<file path="config.mk">
export PLATFORM = sky130hd
export DESIGN_NAME = ufd_regs
export DESIGN_NICKNAME = d
export VERILOG_FILES = /design/src/ufd_pkg.sv /design/src/ufd_hsync_meter.sv /design/src/ufd_regs.sv
export VERILOG_INCLUDE_DIRS = /design/src
export SDC_FILE = /design/constraint.sdc
export NUM_CORES = 1
export LEC_CHECK = 0
export BUFFER_PORTS_ARGS = -buffer_cell sky130_fd_sc_hd__buf_2
export CAP_MARGIN = 40
export CORE_UTILIZATION = 53
export CTS_BUF_LIST = sky130_fd_sc_hd__clkbuf_8
export CTS_CLUSTER_SIZE = 30
export DETAILED_ROUTE_END_ITERATION = 8
export PLACE_DENSITY = 0.84
export SETUP_SLACK_MARGIN = 0.05
export SLEW_MARGIN = 40
export SYNTH_ARGS = -nofsm -noshare
export SYNTH_HDL_FRONTEND = slang
export SYNTH_HIERARCHICAL = 1
export SYNTH_SLANG_ARGS = --single-unit
</file>
<file path="constraint.sdc">
create_clock -name core_clk -period 2 [get_ports core_clk]
set_input_delay 0.3 -clock core_clk [delete_from_list [all_inputs] [get_ports core_clk]]
set_output_delay 0.3 -clock core_clk [all_outputs]
set_load 0.01 [all_outputs]
</file>
<file path="src/ufd_map.svh">
// Offsets, reset values, field positions and counts of the user format
// register bank. Definitions only; included by every file that needs them.
`ifndef UFD_MAP_SVH
`define UFD_MAP_SVH

// ----------------------------------------
// Register offsets
// ----------------------------------------
`define UFD_OFF_F3_RST_HI   8'h47
`define UFD_OFF_F3_RST_LO   8'h48
`define UFD_OFF_AUD_FSEQ    8'h49
`define UFD_OFF_AUD_CLKSEL  8'h4a
`define UFD_OFF_RESERVED_GAP_FIRST  8'h4b
`define UFD_OFF_RESERVED_GAP_LAST   8'h50
`define UFD_OFF_CMAX_HI     8'h51
`define UFD_OFF_CMAX_LO     8'h52
`define UFD_OFF_CMIN_HI     8'h53
`define UFD_OFF_CMIN_LO     8'h54
`define UFD_OFF_RDIV_HI     8'h55
`define UFD_OFF_RDIV_LO     8'h56
`define UFD_OFF_FDIV_HI     8'h57
`define UFD_OFF_FDIV_LO     8'h58
`define UFD_OFF_PUMP        8'h59
`define UFD_OFF_LPF_HI      8'h5a
`define UFD_OFF_LPF_LO      8'h5b
`define UFD_OFF_USR_AFS     8'h5c
`define UFD_OFF_MISC        8'h5d

// ----------------------------------------
// Reset values
// ----------------------------------------
`define UFD_RST_F3_HI       5'h00
`define UFD_RST_F3_LO       8'h01
`define UFD_RST_AUD_FSEQ    8'h05
`define UFD_RST_AUD_CLKSEL  4'hb
`define UFD_RST_ZERO8       8'h00

// ----------------------------------------
// Misc register fields
// ----------------------------------------
`define UFD_MISC_EN_BIT     7
`define UFD_MISC_ILACE_BIT  4
`define UFD_MISC_CODE_HI    3
`define UFD_MISC_CODE_LO    0

// ----------------------------------------
// Measurement
// ----------------------------------------
`define UFD_REF_MHZ         27
`define UFD_HSYNC_PERIODS   5'd20
`define UFD_VS_CODE_LAST    4'h7

`endif

</file>
<file path="src/ufd_pkg.sv">
// Types shared by the user format detect register bank and its meter.
// Assumes ufd_map.svh is on the include path.
`default_nettype none
package ufd_pkg;

    typedef enum logic {
        UFD_MEAS_WAIT,
        UFD_MEAS_COUNT
    } ufd_meas_e;

    typedef logic [15:0] ufd_count_t;
    typedef logic [13:0] ufd_rate_t;

endpackage
`default_nettype wire

</file>
<file path="src/ufd_hsync_meter.sv">
// Counts 27 MHz reference edges over a window of Hsync periods.
// Both inputs are pins from other clock domains; they are resynchronised.
`timescale 1ns/1ps
`default_nettype none
`include "ufd_map.svh"

module ufd_hsync_meter (
    // Clock and reset
    input  wire logic              core_clk,
    input  wire logic              arst_n,
    // Pins
    input  wire logic              ref27_pin,
    input  wire logic              hsync_pin,
    // Result
    output ufd_pkg::ufd_count_t    meas_count,
    output logic                   meas_valid
);

    logic [2:0]          ref_sync;
    logic [2:0]          hs_sync;
    logic                ref_level;
    logic                hs_level;
    logic                ref_edge;
    logic                hs_edge;
    ufd_pkg::ufd_meas_e  state;
    ufd_pkg::ufd_count_t cycles;
    logic [4:0]          periods;
    wire                 last_period;
    wire                 cycles_full;
    ufd_pkg::ufd_count_t cycles_inc;

    // ----------------------------------------
    // Pin resynchronisers
    // ----------------------------------------
    // A level only moves once stages two and three agree
    always_ff @(posedge core_clk or negedge arst_n) begin
        if (!arst_n) begin
            ref_sync  <= 3'h0;
            hs_sync   <= 3'h0;
            ref_level <= 1'b0;
            hs_level  <= 1'b0;
        end else begin
            ref_sync  <= {ref_sync[1:0], ref27_pin};
            hs_sync   <= {hs_sync[1:0], hsync_pin};
            if (ref_sync[1] == ref_sync[2]) ref_level <= ref_sync[2];
            if (hs_sync[1] == hs_sync[2]) hs_level <= hs_sync[2];
        end
    end

    assign ref_edge = (ref_sync[1] == ref_sync[2]) && ref_sync[2] && !ref_level;
    assign hs_edge  = (hs_sync[1] == hs_sync[2]) && hs_sync[2] && !hs_level;

    // ----------------------------------------
    // Window counter
    // ----------------------------------------
    assign last_period = (periods == (`UFD_HSYNC_PERIODS - 5'd1));
    assign cycles_full = (cycles == 16'hffff);
    // Saturate so a very slow Hsync never wraps into the window
    assign cycles_inc  = (ref_edge && !cycles_full) ? cycles + 16'h0001
                                                    : cycles;

    always_ff @(posedge core_clk or negedge arst_n) begin
        if (!arst_n) begin
            state      <= ufd_pkg::UFD_MEAS_WAIT;
            cycles     <= 16'h0000;
            periods    <= 5'h00;
            meas_count <= 16'h0000;
            meas_valid <= 1'b0;
        end else begin
            meas_valid <= 1'b0;
            case (state)
                ufd_pkg::UFD_MEAS_WAIT: begin
                    if (hs_edge) begin
                        state   <= ufd_pkg::UFD_MEAS_COUNT;
                        cycles  <= 16'h0000;
                        periods <= 5'h00;
                    end
                end
                ufd_pkg::UFD_MEAS_COUNT: begin
                    if (hs_edge && last_period) begin
                        meas_count <= cycles_inc;
                        meas_valid <= 1'b1;
                        cycles     <= 16'h0000;
                        periods    <= 5'h00;
                    end else begin
                        cycles <= cycles_inc;
                        if (hs_edge) periods <= periods + 5'd1;
                    end
                end
                default: state <= ufd_pkg::UFD_MEAS_WAIT;
            endcase
        end
    end
endmodule
`default_nettype wire

</file>
<file path="src/ufd_regs.sv">
// User format detect register bank with the top-of-frame settings that
// sit just before it in the map. Assumes a byte register port fed by the
// device's serial slave front end, and built-in format values from the
// format lookup that lives outside this block.
`timescale 1ns/1ps
`default_nettype none
`include "ufd_map.svh"

module ufd_regs #(
    parameter int         FMT_SEL_W = 5,
    parameter logic [4:0] USER_CODE = 5'h1f
) (
    // Clock and reset
    input  wire logic                 core_clk,
    input  wire logic                 arst_n,
    // Register port
    input  wire logic [7:0]           reg_addr,
    input  wire logic                 reg_wr_en,
    input  wire logic [7:0]           reg_wdata,
    input  wire logic                 reg_rd_en,
    output logic [7:0]                reg_rdata,
    // Pins
    input  wire logic                 ref27_pin,
    input  wire logic                 hsync_pin,
    // Observed input and format selection
    input  wire logic                 input_interlaced,
    input  wire logic [FMT_SEL_W-1:0] input_format_select,
    // Built-in format values
    input  wire logic                 fmt_interlaced,
    input  wire logic [3:0]           fmt_vsync_code,
    input  wire logic                 fmt_load,
    input  wire logic [12:0]          fmt_frame3_reset,
    input  wire logic [9:0]           fmt_ref_divider,
    input  wire logic [14:0]          fmt_fb_divider,
    input  wire logic [7:0]           fmt_pump_current,
    input  wire logic [12:0]          fmt_lines_per_frame,
    input  wire logic [7:0]           fmt_audio_frame_seq,
    // Lookup outputs
    output logic                      lut_interlaced,
    output logic [3:0]                input_vsync_code,
    output ufd_pkg::ufd_rate_t        input_rate_centihz,
    // Detection
    output logic                      user_format_detected,
    output ufd_pkg::ufd_count_t       hsync_meas_count,
    // Applied top-of-frame and PLL settings
    output logic [12:0]               frame3_reset_count,
    output logic [7:0]                audio_frame_seq,
    output logic [3:0]                audio_clock_select,
    output logic [9:0]                pll1_ref_divider,
    output logic [14:0]               pll1_fb_divider,
    output logic [7:0]                pll1_pump_current,
    output logic [12:0]               top_of_frame_lines,
    output logic [7:0]                top_of_frame_audio_seq
);

    // ----------------------------------------
    // Helpers
    // ----------------------------------------
    function automatic logic hit(input logic [7:0] off);
        hit = reg_wr_en && (reg_addr == off);
    endfunction

    // Rates in hundredths of a hertz; unassigned codes give zero
    function automatic ufd_pkg::ufd_rate_t rate_of(input logic [3:0] code);
        case (code)
            4'h0:    rate_of = 14'd2398;
            4'h1:    rate_of = 14'd2400;
            4'h2:    rate_of = 14'd2500;
            4'h3:    rate_of = 14'd2997;
            4'h4:    rate_of = 14'd3000;
            4'h5:    rate_of = 14'd5000;
            4'h6:    rate_of = 14'd5994;
            4'h7:    rate_of = 14'd6000;
            default: rate_of = 14'd0;
        endcase
    endfunction

    // ----------------------------------------
    // Storage
    // ----------------------------------------
    logic [4:0]          f3_rst_hi;
    logic [7:0]          f3_rst_lo;
    logic [7:0]          cmax_hi;
    logic [7:0]          cmax_lo;
    logic [7:0]          cmin_hi;
    logic [7:0]          cmin_lo;
    logic [1:0]          rdiv_hi;
    logic [7:0]          rdiv_lo;
    logic [6:0]          fdiv_hi;
    logic [7:0]          fdiv_lo;
    logic [7:0]          pump;
    logic [4:0]          lpf_hi;
    logic [7:0]          lpf_lo;
    logic [7:0]          usr_afs;
    logic                user_mode_enable;
    logic                user_interlace_flag;
    logic [3:0]          user_vsync_code;
    ufd_pkg::ufd_count_t meas_count;
    logic                meas_valid;

    wire [15:0] user_count_max = {cmax_hi, cmax_lo};
    wire [15:0] user_count_min = {cmin_hi, cmin_lo};
    wire [7:0]  misc_value     = {user_mode_enable, 2'b00,
                                  user_interlace_flag, user_vsync_code};

    // ----------------------------------------
    // Hsync measurement
    // ----------------------------------------
    ufd_hsync_meter u_meter (
        .core_clk   (core_clk),
        .arst_n     (arst_n),
        .ref27_pin  (ref27_pin),
        .hsync_pin  (hsync_pin),
        .meas_count (meas_count),
        .meas_valid (meas_valid)
    );

    // ----------------------------------------
    // Writable registers
    // ----------------------------------------
    always_ff @(posedge core_clk or negedge arst_n) begin
        if (!arst_n) begin
            audio_frame_seq    <= `UFD_RST_AUD_FSEQ;
            audio_clock_select <= `UFD_RST_AUD_CLKSEL;
            cmax_hi            <= `UFD_RST_ZERO8;
            cmax_lo            <= `UFD_RST_ZERO8;
            cmin_hi            <= `UFD_RST_ZERO8;
            cmin_lo            <= `UFD_RST_ZERO8;
            rdiv_hi            <= 2'h0;
            rdiv_lo            <= `UFD_RST_ZERO8;
            fdiv_hi            <= 7'h00;
            fdiv_lo            <= `UFD_RST_ZERO8;
            pump               <= `UFD_RST_ZERO8;
            lpf_hi             <= 5'h00;
            lpf_lo             <= `UFD_RST_ZERO8;
            usr_afs            <= `UFD_RST_ZERO8;
        end else begin
            if (hit(`UFD_OFF_AUD_FSEQ)) audio_frame_seq <= reg_wdata;
            if (hit(`UFD_OFF_AUD_CLKSEL))
                audio_clock_select <= reg_wdata[3:0];
            if (hit(`UFD_OFF_CMAX_HI)) cmax_hi <= reg_wdata;
            if (hit(`UFD_OFF_CMAX_LO)) cmax_lo <= reg_wdata;
            if (hit(`UFD_OFF_CMIN_HI)) cmin_hi <= reg_wdata;
            if (hit(`UFD_OFF_CMIN_LO)) cmin_lo <= reg_wdata;
            if (hit(`UFD_OFF_RDIV_HI)) rdiv_hi <= reg_wdata[1:0];
            if (hit(`UFD_OFF_RDIV_LO)) rdiv_lo <= reg_wdata;
            if (hit(`UFD_OFF_FDIV_HI)) fdiv_hi <= reg_wdata[6:0];
            if (hit(`UFD_OFF_FDIV_LO)) fdiv_lo <= reg_wdata;
            if (hit(`UFD_OFF_PUMP)) pump <= reg_wdata;
            if (hit(`UFD_OFF_LPF_HI)) lpf_hi <= reg_wdata[4:0];
            if (hit(`UFD_OFF_LPF_LO)) lpf_lo <= reg_wdata;
            if (hit(`UFD_OFF_USR_AFS)) usr_afs <= reg_wdata;
        end
    end

    // Misc register kept apart: its fields steer detection and lookup
    always_ff @(posedge core_clk or negedge arst_n) begin
        if (!arst_n) begin
            user_mode_enable    <= 1'b0;
            user_interlace_flag <= 1'b0;
            user_vsync_code     <= 4'h0;
        end else if (hit(`UFD_OFF_MISC)) begin
            user_mode_enable    <= reg_wdata[`UFD_MISC_EN_BIT];
            user_interlace_flag <= reg_wdata[`UFD_MISC_ILACE_BIT];
            user_vsync_code <= reg_wdata[`UFD_MISC_CODE_HI:`UFD_MISC_CODE_LO];
        end
    end

    // ----------------------------------------
    // Frame 3 reset count
    // ----------------------------------------
    // Read-only to software: only the format load moves it
    always_ff @(posedge core_clk or negedge arst_n) begin
        if (!arst_n) begin
            f3_rst_hi <= `UFD_RST_F3_HI;
            f3_rst_lo <= `UFD_RST_F3_LO;
        end else if (fmt_load) begin
            f3_rst_hi <= fmt_frame3_reset[12:8];
            f3_rst_lo <= fmt_frame3_reset[7:0];
        end
    end

    assign frame3_reset_count = {f3_rst_hi, f3_rst_lo};

    // ----------------------------------------
    // User format detection
    // ----------------------------------------
    wire below_max   = (meas_count <= user_count_max);
    wire above_min   = (meas_count >= user_count_min);
    wire ilace_match = (input_interlaced == user_interlace_flag);
    wire criteria_ok = below_max && above_min && ilace_match;

    always_ff @(posedge core_clk or negedge arst_n) begin
        if (!arst_n) begin
            user_format_detected <= 1'b0;
            hsync_meas_count     <= 16'h0000;
        end else begin
            if (!user_mode_enable)
                user_format_detected <= 1'b0;
            else if (meas_valid)
                user_format_detected <= criteria_ok;
            if (meas_valid) hsync_meas_count <= meas_count;
        end
    end

    // ----------------------------------------
    // Format lookup outputs
    // ----------------------------------------
    wire user_selected = (input_format_select == USER_CODE[FMT_SEL_W-1:0]);
    wire       next_lut_ilace = user_selected ? user_interlace_flag
                                              : fmt_interlaced;
    wire [3:0] next_vs_code   = user_selected ? user_vsync_code
                                              : fmt_vsync_code;

    always_ff @(posedge core_clk or negedge arst_n) begin
        if (!arst_n) begin
            lut_interlaced     <= 1'b0;
            input_vsync_code   <= 4'h0;
            input_rate_centihz <= 14'd0;
        end else begin
            lut_interlaced     <= next_lut_ilace;
            input_vsync_code   <= next_vs_code;
            input_rate_centihz <= rate_of(next_vs_code);
        end
    end

    // ----------------------------------------
    // Applied settings
    // ----------------------------------------
    // Swap is registered so all five values change in the same cycle
    always_ff @(posedge core_clk or negedge arst_n) begin
        if (!arst_n) begin
            pll1_ref_divider       <= 10'h000;
            pll1_fb_divider        <= 15'h0000;
            pll1_pump_current      <= 8'h00;
            top_of_frame_lines     <= 13'h0000;
            top_of_frame_audio_seq <= 8'h00;
        end else if (user_format_detected) begin
            pll1_ref_divider       <= {rdiv_hi, rdiv_lo};
            pll1_fb_divider        <= {fdiv_hi, fdiv_lo};
            pll1_pump_current      <= pump;
            top_of_frame_lines     <= {lpf_hi, lpf_lo};
            top_of_frame_audio_seq <= usr_afs;
        end else begin
            pll1_ref_divider       <= fmt_ref_divider;
            pll1_fb_divider        <= fmt_fb_divider;
            pll1_pump_current      <= fmt_pump_current;
            top_of_frame_lines     <= fmt_lines_per_frame;
            top_of_frame_audio_seq <= fmt_audio_frame_seq;
        end
    end

    // ----------------------------------------
    // Read path
    // ----------------------------------------
    // Reserved and unmapped offsets read zero; reads have no side effect
    logic [7:0] rd_mux;

    always_comb begin
        case (reg_addr)
            `UFD_OFF_F3_RST_HI:  rd_mux = {3'b000, f3_rst_hi};
            `UFD_OFF_F3_RST_LO:  rd_mux = f3_rst_lo;
            `UFD_OFF_AUD_FSEQ:   rd_mux = audio_frame_seq;
            `UFD_OFF_AUD_CLKSEL: rd_mux = {4'h0, audio_clock_select};
            `UFD_OFF_CMAX_HI:    rd_mux = cmax_hi;
            `UFD_OFF_CMAX_LO:    rd_mux = cmax_lo;
            `UFD_OFF_CMIN_HI:    rd_mux = cmin_hi;
            `UFD_OFF_CMIN_LO:    rd_mux = cmin_lo;
            `UFD_OFF_RDIV_HI:    rd_mux = {6'h00, rdiv_hi};
            `UFD_OFF_RDIV_LO:    rd_mux = rdiv_lo;
            `UFD_OFF_FDIV_HI:    rd_mux = {1'b0, fdiv_hi};
            `UFD_OFF_FDIV_LO:    rd_mux = fdiv_lo;
            `UFD_OFF_PUMP:       rd_mux = pump;
            `UFD_OFF_LPF_HI:     rd_mux = {3'b000, lpf_hi};
            `UFD_OFF_LPF_LO:     rd_mux = lpf_lo;
            `UFD_OFF_USR_AFS:    rd_mux = usr_afs;
            `UFD_OFF_MISC:       rd_mux = misc_value;
            default:             rd_mux = 8'h00;
        endcase
    end

    always_ff @(posedge core_clk or negedge arst_n) begin
        if (!arst_n)
            reg_rdata <= 8'h00;
        else if (reg_rd_en)
            reg_rdata <= rd_mux;
    end
endmodule
`default_nettype wire

</file>
=== After elaboration in Yosys (flattened, before gate mapping) ===
Memories as Yosys holds them, arrays and structs flattened.
Cells that the tools add are included.

* Add/sub/neg operators: 2
* Magnitude comparators: 2
* Equal/unequal tests: 26
* Muxes and demuxes: 23
* Bitwise gates (word level): 1
* Reduce and logical (&&, ||, !) cells: 28

{| class="wikitable"
|+ Operators by type and width
! cell !! number
|-
| $eq 8x7->1 const B || 17
|-
| $pmux 8 s17 || 1
|-
| $mux 16 || 3
|-
| $pmux 16 s2 || 1
|-
| $logic_and 1x1->1 || 23
|-
| $add 16x1->16 const B || 1
|-
| $eq 16x16->1 const B || 1
|-
| $ge 16x16->1 || 1
|-
| $le 16x16->1 || 1
|-
| $mux 8 || 2
|-
| $mux 15 || 1
|-
| $mux 5 || 3
|-
| $mux 14 || 1
|-
| $mux 13 || 1
|-
| $eq 5x5->1 const B || 2
|-
| $mux 10 || 1
|-
| $pmux 5 s2 || 1
|-
| $mux 1 || 7
|-
| $add 5x1->5 const B || 1
|-
| $mux 4 || 1
|-
| $ne 2x1->1 const B || 2
|-
| $reduce_and 2->1 || 2
|-
| $eq 1x1->1 || 3
|-
| $logic_not 1->1 || 3
|-
| other kinds (2) || 2
|}

* Bits in registers: 262
* Bits in read-only memories: 96
* Input bits: 101
* Logic and storage cells: 122
* Memories: 1

{| class="wikitable"
|+ Memories
! memory !! words !! width !! read ports !! clocked after memory_dff !! write ports !! RTL line !! RTL
|-
| (no name shown) || 8 || 12 || 1 || 0 || 0 || ufd_regs.sv:65 || <nowiki>case (code)</nowiki>
|}

=== Depth between registers and ports, before layout ===
Gate-level depths: netlist of run 1.

* Depth after elaboration: 7
* Mapped depth: 8
* Gate-level depth less buffers: 7

=== By module ===
Netlist of run 1, hierarchy kept.

{| class="wikitable"
|+ Modules (own cells, without submodules)
! module !! instances !! cells each !! area each (sq um) !! seq. area each (sq um)
|-
| ufd_regs || 1 || 796 || 10124.7 || 5362.6
|-
| ufd_hsync_meter || 1 || 271 || 2463.6 || 1176.1
|}

=== Worst setup path after synthesis of run 1 ===
OpenSTA, ideal clock, no wires.

* Path kind: reg-to-reg
* Start point: register u_meter.cycles[0]
* End point: register u_meter.meas_count[14]
* Data arrival time: 1903 ps
* Setup slack: 15 ps
* Cell stages (with the launch flop): 7
* Path buffers: 1
* Clock period less this slack: 1985 ps
* Path through: dfrtp_1 -> ha_1 -> nand3_2 -> or4_1 -> clkbuf_2 -> or4_1 -> a31oi_1

* Word-level cells in the longest chain between the ends: 4
* Elaborated cells on any way between the ends: 5

{| class="wikitable"
|+ RTL lines
! what !! RTL line !! RTL
|-
| from (decl) || ufd_hsync_meter.sv:26 || <nowiki>ufd_pkg::ufd_count_t cycles;</nowiki>
|-
| from (signal assigned) || ufd_hsync_meter.sv:86 || <nowiki>cycles <= cycles_inc;</nowiki>
|-
| parallel branches: the longest is 3 deep, another holds $add 16x1->16 || n/a ||
|-
| $mux 16 (*) || ufd_hsync_meter.sv:59 || <nowiki>assign cycles_inc = (ref_edge && !cycles_full) ? cycles + 16'h0001</nowiki>
|-
| to (signal assigned) || ufd_hsync_meter.sv:81 || <nowiki>meas_count <= cycles_inc;</nowiki>
|-
| to (decl) || ufd_hsync_meter.sv:15 || <nowiki>output ufd_pkg::ufd_count_t meas_count,</nowiki>
|}

Mark *: on every way between the ends.
A chain may end at the register's enable or synchronous reset.

=== Worst setup path in the final report of run 1 ===
* Start point: register cmin_lo[0]
* End point: register user_format_detected

* Word-level cells in the longest chain between the ends: 5

{| class="wikitable"
|+ RTL lines
! what !! RTL line !! RTL
|-
| from (decl) || ufd_regs.sv:86 || <nowiki>logic [7:0] cmin_lo;</nowiki>
|-
| from (signal assigned) || ufd_regs.sv:128 || <nowiki>cmin_lo <= `UFD_RST_ZERO8;</nowiki>
|-
| from (signal assigned) || ufd_regs.sv:144 || <nowiki>if (hit(`UFD_OFF_CMIN_LO)) cmin_lo <= reg_wdata;</nowiki>
|-
| $ge 16x16->1 || ufd_regs.sv:189 || <nowiki>wire above_min = (meas_count >= user_count_min);</nowiki>
|-
| $logic_and 1x1->1 (2 in a row) || ufd_regs.sv:191 || <nowiki>wire criteria_ok = below_max && above_min && ilace_match;</nowiki>
|-
| $mux 1 || ufd_regs.sv:200 || <nowiki>else if (meas_valid)</nowiki>
|-
| $mux 1 || ufd_regs.sv:198 || <nowiki>if (!user_mode_enable)</nowiki>
|-
| to (signal assigned) || ufd_regs.sv:201 || <nowiki>user_format_detected <= criteria_ok;</nowiki>
|-
| to (decl) || ufd_regs.sv:43 || <nowiki>output logic user_format_detected,</nowiki>
|}

No other way between the ends. The select of a mux whose other input is x is not followed.

==> reports/qor.txt, run 1 <==
run status: completed
post-synthesis register bit count: 261
hold path cells: 3
path depth of the worst reg2reg path: 7
cell taking the most area after synthesis: dfrtp_1
critical path capture point type: flop
mux cell area share after synthesis: 18.4%
vias in the first global route: 11,398
Post-Place Cells: 1,683
crit path launch type: flop
Hold WS: 0.0210 ns
Synth area leaders: dfrtp_1 (51%), mux2_2 (17%), ha_1 (4.1%), inv_1 (1.6%), nand2_1 (1.6%)
Synth Area in Compound Gates: 10.2%
slew margin rel.: 58.9%
Post-synth top cells: dfrtp_1 (255), mux2_2 (195), inv_1 (54)
clock transition at the registers of the reported paths: 0.06 ns
die area: 24,400 µm²
worst vdd ir: 0.000617 V
DRT Wirelength: 42.5 mm
FP Rows: 56
main combinational cell family by area after synthesis: multiplexers
core box area: 23,400 µm²
Initial Util: 53.8%
Worst EP arrival: 2.38 ns
Power Density: 836 nW/µm²
Area Growth Syn to Fin: 33.8%
sw frac: 29.8%
hpwl dp: 28.6 mm
period utilisation layout: 97.1%
R2R Setup Slk: 0.06 ns
Ys Warns: 6
Setup CP Type: flop to flop
Unique masters post-synth: 74
Final Non-Filler Cells: 1,847
Syn Nets: 1,209
RR Endpoint: user_format_detected
Final setup viols: 0
Routability Congestion: 1.05
Flop pwr share: 43.0%
Synth Area in Adders: 4.08%
CTS tree: built
Remaining DRCs: 0
all-layer global routing usage: 35.4%
filler cell count: 1,530
share of layout cells above drive strength 1: 44.7%
post-synth top area share: 50.7%
drt via density: 5.92
most numerous cell in the Yosys netlist: dfrtp_1
CP Max Fanout: 2
fmax: 0.515 GHz
Main synth FF type: dfrtp_1
largest net degree at the start of global routing: 52
post-route setup slack: 0.0581 ns
Critical Path RT: 2.44 ns
Max Cap Viol: 0
combinational power share: 20.9%
Reg-to-Reg Start: cmin_lo[0]
Num CTS Buffers: 45
port bufs: 222
Antenna Cells: 0
drt initial violations: 918
clk buf depth: 3
asr flop ratio synth: 100%
CTS H-tree lvls: 2
Clk pwr share: 36.1%
unrepaired setup endpoints after global routing: true
WHS Endpoint: input_vsync_code[0]
internal cell power: 9.89 mW
DR pass1 iterations: 6
worst min path class: input pin to flop
Final ANT Viol Nets: 0
Die Span Y: 156 µm
Synth Area in XOR/XNOR: 0.0696%
Psw: 4.19 mW
Max Transition Viols Final: 0
Remaining Overflow, GRT: 0
Leak Pwr: 8.16 nW
Post-Place Setup Slack: -0.141 ns
mean routed wirelength per cell: 23.0 µm
Hold Fails Final Rpt: 0
die span in x: 156 µm
I/O pin count: 224
Mapped Area: 12,600 µm²
Post-synth EDFFs: 0
Worst-Skew Late Latency: 0.60 ns
routed vias: 10,938
sequential-to-total area share from yosys stat: 51.9%
Simple-Gate Fraction of Synth Area: 11.3%
first-pass GRT wire length: 64.7 mm
Syn Inst Count: 1,067
clock skew: 0.0454 ns
post-layout minimum cycle time: 1.94 ns
Worst Tran Pin Value: 0.616 ns
Hold Path Origin: fmt_vsync_code[0]
Setup TNS: 0 ns
initial antenna violation count: 1
Clock Sinks: 261
Post-Syn Area per Cell: 11.8 µm²
clock tree root buffer cell: clkbuf_8
Final #Nets: 1,634
-- critical path: stages, from the launching register on --
cell and delay, ns:
dfrtp_1 0.38, ha_1 0.28, nand2b_1 0.17, a2111oi_4 0.35, o311ai_1 0.12, buf_4 0.15
a221oi_2 0.24, o32ai_1 0.12
-- worst max-delay path by stage --
stage | start | end | slack (ns)
5_1_grt | cmax_hi[1] | user_format_detected | -0.05
3_3_place_gp | reg_addr[5] | reg_rdata[5] | -0.08
2_1_floorplan | u_meter/cycles[1] | u_meter/meas_count[14] | 0.06
4_1_cts | cmin_lo[0] | user_format_detected | 0.02
3_5_place_dp | cmin_lo[0] | user_format_detected | -0.14
6_report | cmin_lo[0] | user_format_detected | 0.06
-- per-layer routing --
layer | GRT usage, % | routed length, µm | vias to the layer above
met4 | 22.4 | 2640 | 2
met2 | 61.1 | 21100 | 620
met3 | 7.08 | 3100 | 185
met1 | 40.0 | 15700 | 5339
met5 | 0 | 16 | -
li1 | - | - | 4792
-- area by class of cell --
| cell class | count | area [µm²] | area share, % |
|---|---|---|---|
| sequential | 261 | 6550 | 38.9 |
| multi-input combinational | 687 | 5670 | 33.7 |
| timing repair buffer | 442 | 3080 | 18.3 |
| clock buffer | 51 | 702 | 4.17 |
| tap | 319 | 399 | 2.37 |
| clock inverter | 32 | 238 | 1.41 |
| inverter | 55 | 206 | 1.23 |
-- cell usage in the layout, fill, tap and decap left out, drive strengths merged, types with 11 or more instances in the layout --
cell and instances:
a21oi 32, a31oi 28, and3 14, buf 371, clkbuf 51, clkinv 11
dfrtp 255, dlygate4sd3 71, ha 41, inv 68, mux2 195, mux2i 12
nand2 53, nand3 38, nand4 22, nor2 42, nor3 13, o21ai 35
or3 11, or4 14
-- cell families (layout without fill, tap and decap cells) --
| kind of cell | count (synthesis) | count (layout) |
|---|---|---|
| buffers and inverters | 119 | 580 |
| AO/OA/AOI/OAI | 184 | 184 |
| flip-flops | 261 | 261 |
| XOR/XNOR | 1 | 1 |
| multiplexers | 207 | 207 |
| AND/OR/NAND/NOR | 253 | 253 |
| other | 1 | 1 |
| adder cells (fa/ha/maj) | 41 | 41 |
-- state kept, by name, indices dropped and copies added, names as in the netlist, 10 cells and up --
signal,cells
hsync_meas_count,16
u_meter/cycles,16
u_meter/meas_count,16
pll1_fb_divider,15
input_rate_centihz,13
top_of_frame_lines,13
pll1_ref_divider,10
-- timing repair --
action | 4_1_cts | 5_1_grt
resized for setup | 8 | 21
endpoints found under the setup margin | 8 | 15
pin swaps | 2 | 11
hold buffers | 71 | 0
setup buffers | 4 | 6
endpoints found under the hold margin | 112 | 0
-- through the flow --
stage                     util (%)  instance area, µm²  total power [mW]
after floorplan                  -               12600              7.44
after global placement        64.1               15000              8.56
after detailed placement      64.1               15000              8.70
after CTS                     71.4               16700              13.9
after global routing          72.0               16800              14.7
final                         72.0               16800              14.1
-- power groups by stage --
stage	Sequential, mW	Combinational (mW)	Clock [mW]
after CTS	6.05	2.76	5.10
after detailed placement	6.14	2.55	0
after floorplan	6.09	1.36	0
after global routing	6.09	3.21	5.37
final	6.06	2.94	5.08
after global placement	6.12	2.44	0
Power figures use the tool's default switching activity.
==> inputs of run 2 (changes only) <==
Settings changed: HOLD_SLACK_MARGIN set to 0.1.
==> run 2 against run 1 <==
Effect of this change: total power hardly changed; final area is 0.31% higher; highest routed layer unchanged; largest power group unchanged; global-route usage is 0.37 points lower; critical path type unchanged.
==> reports/qor.txt, run 2 (synthesized netlist as in run 1, its figures left out) <==
run status: completed
Routability Congestion: 1.05
Critical Path, Cell by Cell: inv_1 > ha_1 > nand4_1 > buf_4 > nor2_2 > a221o_1 > o31a_1 > o32ai_1
CP Max Fanout: 2
Regs by FF count: hsync_meas_count: 16 flops, u_meter/cycles: 16 flops, u_meter/meas_count: 16 flops
Worst Tran Pin Value: 0.628 ns
Hold Path Origin: fmt_vsync_code[2]
Remaining DRCs: 0
Max Transition Viols Final: 0
hpwl dp: 28.6 mm
Final setup viols: 0
hold path cells: 3
mean routed wirelength per cell: 22.8 µm
Worst-Skew Late Latency: 0.59 ns
most common library cell in the layout ignoring fill and taps: dfrtp_1
post-route setup slack: 0.0543 ns
Die Span Y: 156 µm
Hold WS: 0.209 ns
largest net degree at the start of global routing: 52
Clk pwr share: 36.1%
path depth of the worst reg2reg path: 8
Final ANT Viol Nets: 0
Num CTS Buffers: 45
DRT Wirelength: 42.3 mm
DR pass1 iterations: 5
drt initial violations: 884
most frequent cells in the layout: dfrtp_1 (246), buf_2 (221), mux2_2 (195), buf_4 (139), dlygate4sd3_1 (76)
all-layer global routing usage: 35.0%
Hold Fails Final Rpt: 0
routed vias: 10,941
clock skew: 0.0391 ns
clock transition at the registers of the reported paths: 0.07 ns
Area Growth Syn to Fin: 34.2%
Psw: 4.19 mW
Post-Place Setup Slack: -0.141 ns
drt via density: 5.90
I/O pin count: 224
worst vdd ir: 0.000613 V
Final Util: 72.2%
sw frac: 29.7%
vias in the first global route: 11,391
worst min path class: input pin to flop
initial antenna violation count: 2
combinational power share: 20.9%
critical path capture point type: flop
internal cell power: 9.89 mW
CTS tree: built
Max Cap Viol: 0
filler cell count: 1,511
die span in x: 156 µm
clk buf depth: 3
Power Density: 833 nW/µm²
Critical Path RT: 2.46 ns
post-layout minimum cycle time: 1.95 ns
core box area: 23,400 µm²
first-pass GRT wire length: 64.2 mm
Clock Sinks: 261
period utilisation layout: 97.3%
Slowest-stage cell, CP: dfrtp_1
Final #Nets: 1,639
Reg-to-Reg Start: cmax_hi[5]
FP Rows: 56
Remaining Overflow, GRT: 0
share of layout cells above drive strength 1: 44.6%
R2R Setup Slk: 0.05 ns
Flop pwr share: 43.0%
slew margin rel.: 58.1%
multi-input logic area: 5670 µm²
fmax: 0.514 GHz
clock tree root buffer cell: clkbuf_8
FF+latch area: 6550 µm²
die area: 24,400 µm²
Post-Place Cells: 1,683
unrepaired setup endpoints after global routing: true
port bufs: 222
total power: 14.1 mW
Setup CP Type: flop to flop
Worst EP arrival: 2.41 ns
crit path from: cmax_hi[5]
Final Non-Filler Cells: 1,853
crit path launch type: flop
CTS H-tree lvls: 2
Initial Util: 53.8%
Leak Pwr: 8.18 nW
CP peak stage delay: 0.37 ns
[run 2: final timing paths]
kind                                          end
max                          user_format_detected
max reg2reg                  user_format_detected
min in group asynchronous  top_of_frame_lines[11]
min                           input_vsync_code[2]
min reg2reg                    u_meter/hs_sync[1]
max in group asynchronous      audio_frame_seq[2]
[run 2: what timing repair did]
action                                  4_1_cts  5_1_grt
pin swaps                                     2       11
endpoints found under the setup margin        8       15
hold endpoints to repair                    327        0
setup buffers                                 4        6
hold buffers                                 76        0
resized for setup                             8       21
gates cloned                                  0        0
[run 2: cell type report]
| cell class | instances | share of cell area (%) |
|---|---|---|
| sequential | 261 | 38.8 |
| multi-input combinational | 687 | 33.6 |
| clock inverter | 32 | 1.41 |
| clock buffer | 51 | 4.15 |
| timing repair buffer | 447 | 18.5 |
| antenna | 1 | 0.0148 |
| inverter | 55 | 1.22 |
| tap | 319 | 2.36 |
[run 2: worst max-delay path, delay by kind of cell, from the launching register on]
kind                     cells  cell delay (ns)
AND/OR/NAND/NOR              2             0.18
flip-flops                   1             0.37
buffers and inverters        2             0.20
AO/OA/AOI/OAI                3             0.80
adder cells (fa/ha/maj)      1             0.30
[run 2: stage by stage]
step	cell area, µm²	setup TNS [ns]
after detailed placement	15000	-1.88
after floorplan	12600	0
after global placement	15000	-0.933
final	16900	0
after CTS	16800	0
after global routing	16900	-0.0462
[run 2: power by group through the flow]
stage / clock network (mW) / registers [mW] / logic, mW
after floorplan: 0 / 6.09 / 1.36
after CTS: 5.10 / 6.05 / 2.77
after global placement: 0 / 6.12 / 2.44
after global routing: 5.36 / 6.09 / 3.21
after detailed placement: 0 / 6.14 / 2.55
final: 5.08 / 6.06 / 2.94
[run 2: per-layer routing]
metal	GRT usage [%]	share of wire (%)
met1	40.5	37
met2	60.7	50
met3	6.31	7.6
met4	20.6	5.4
met5	0	0.038
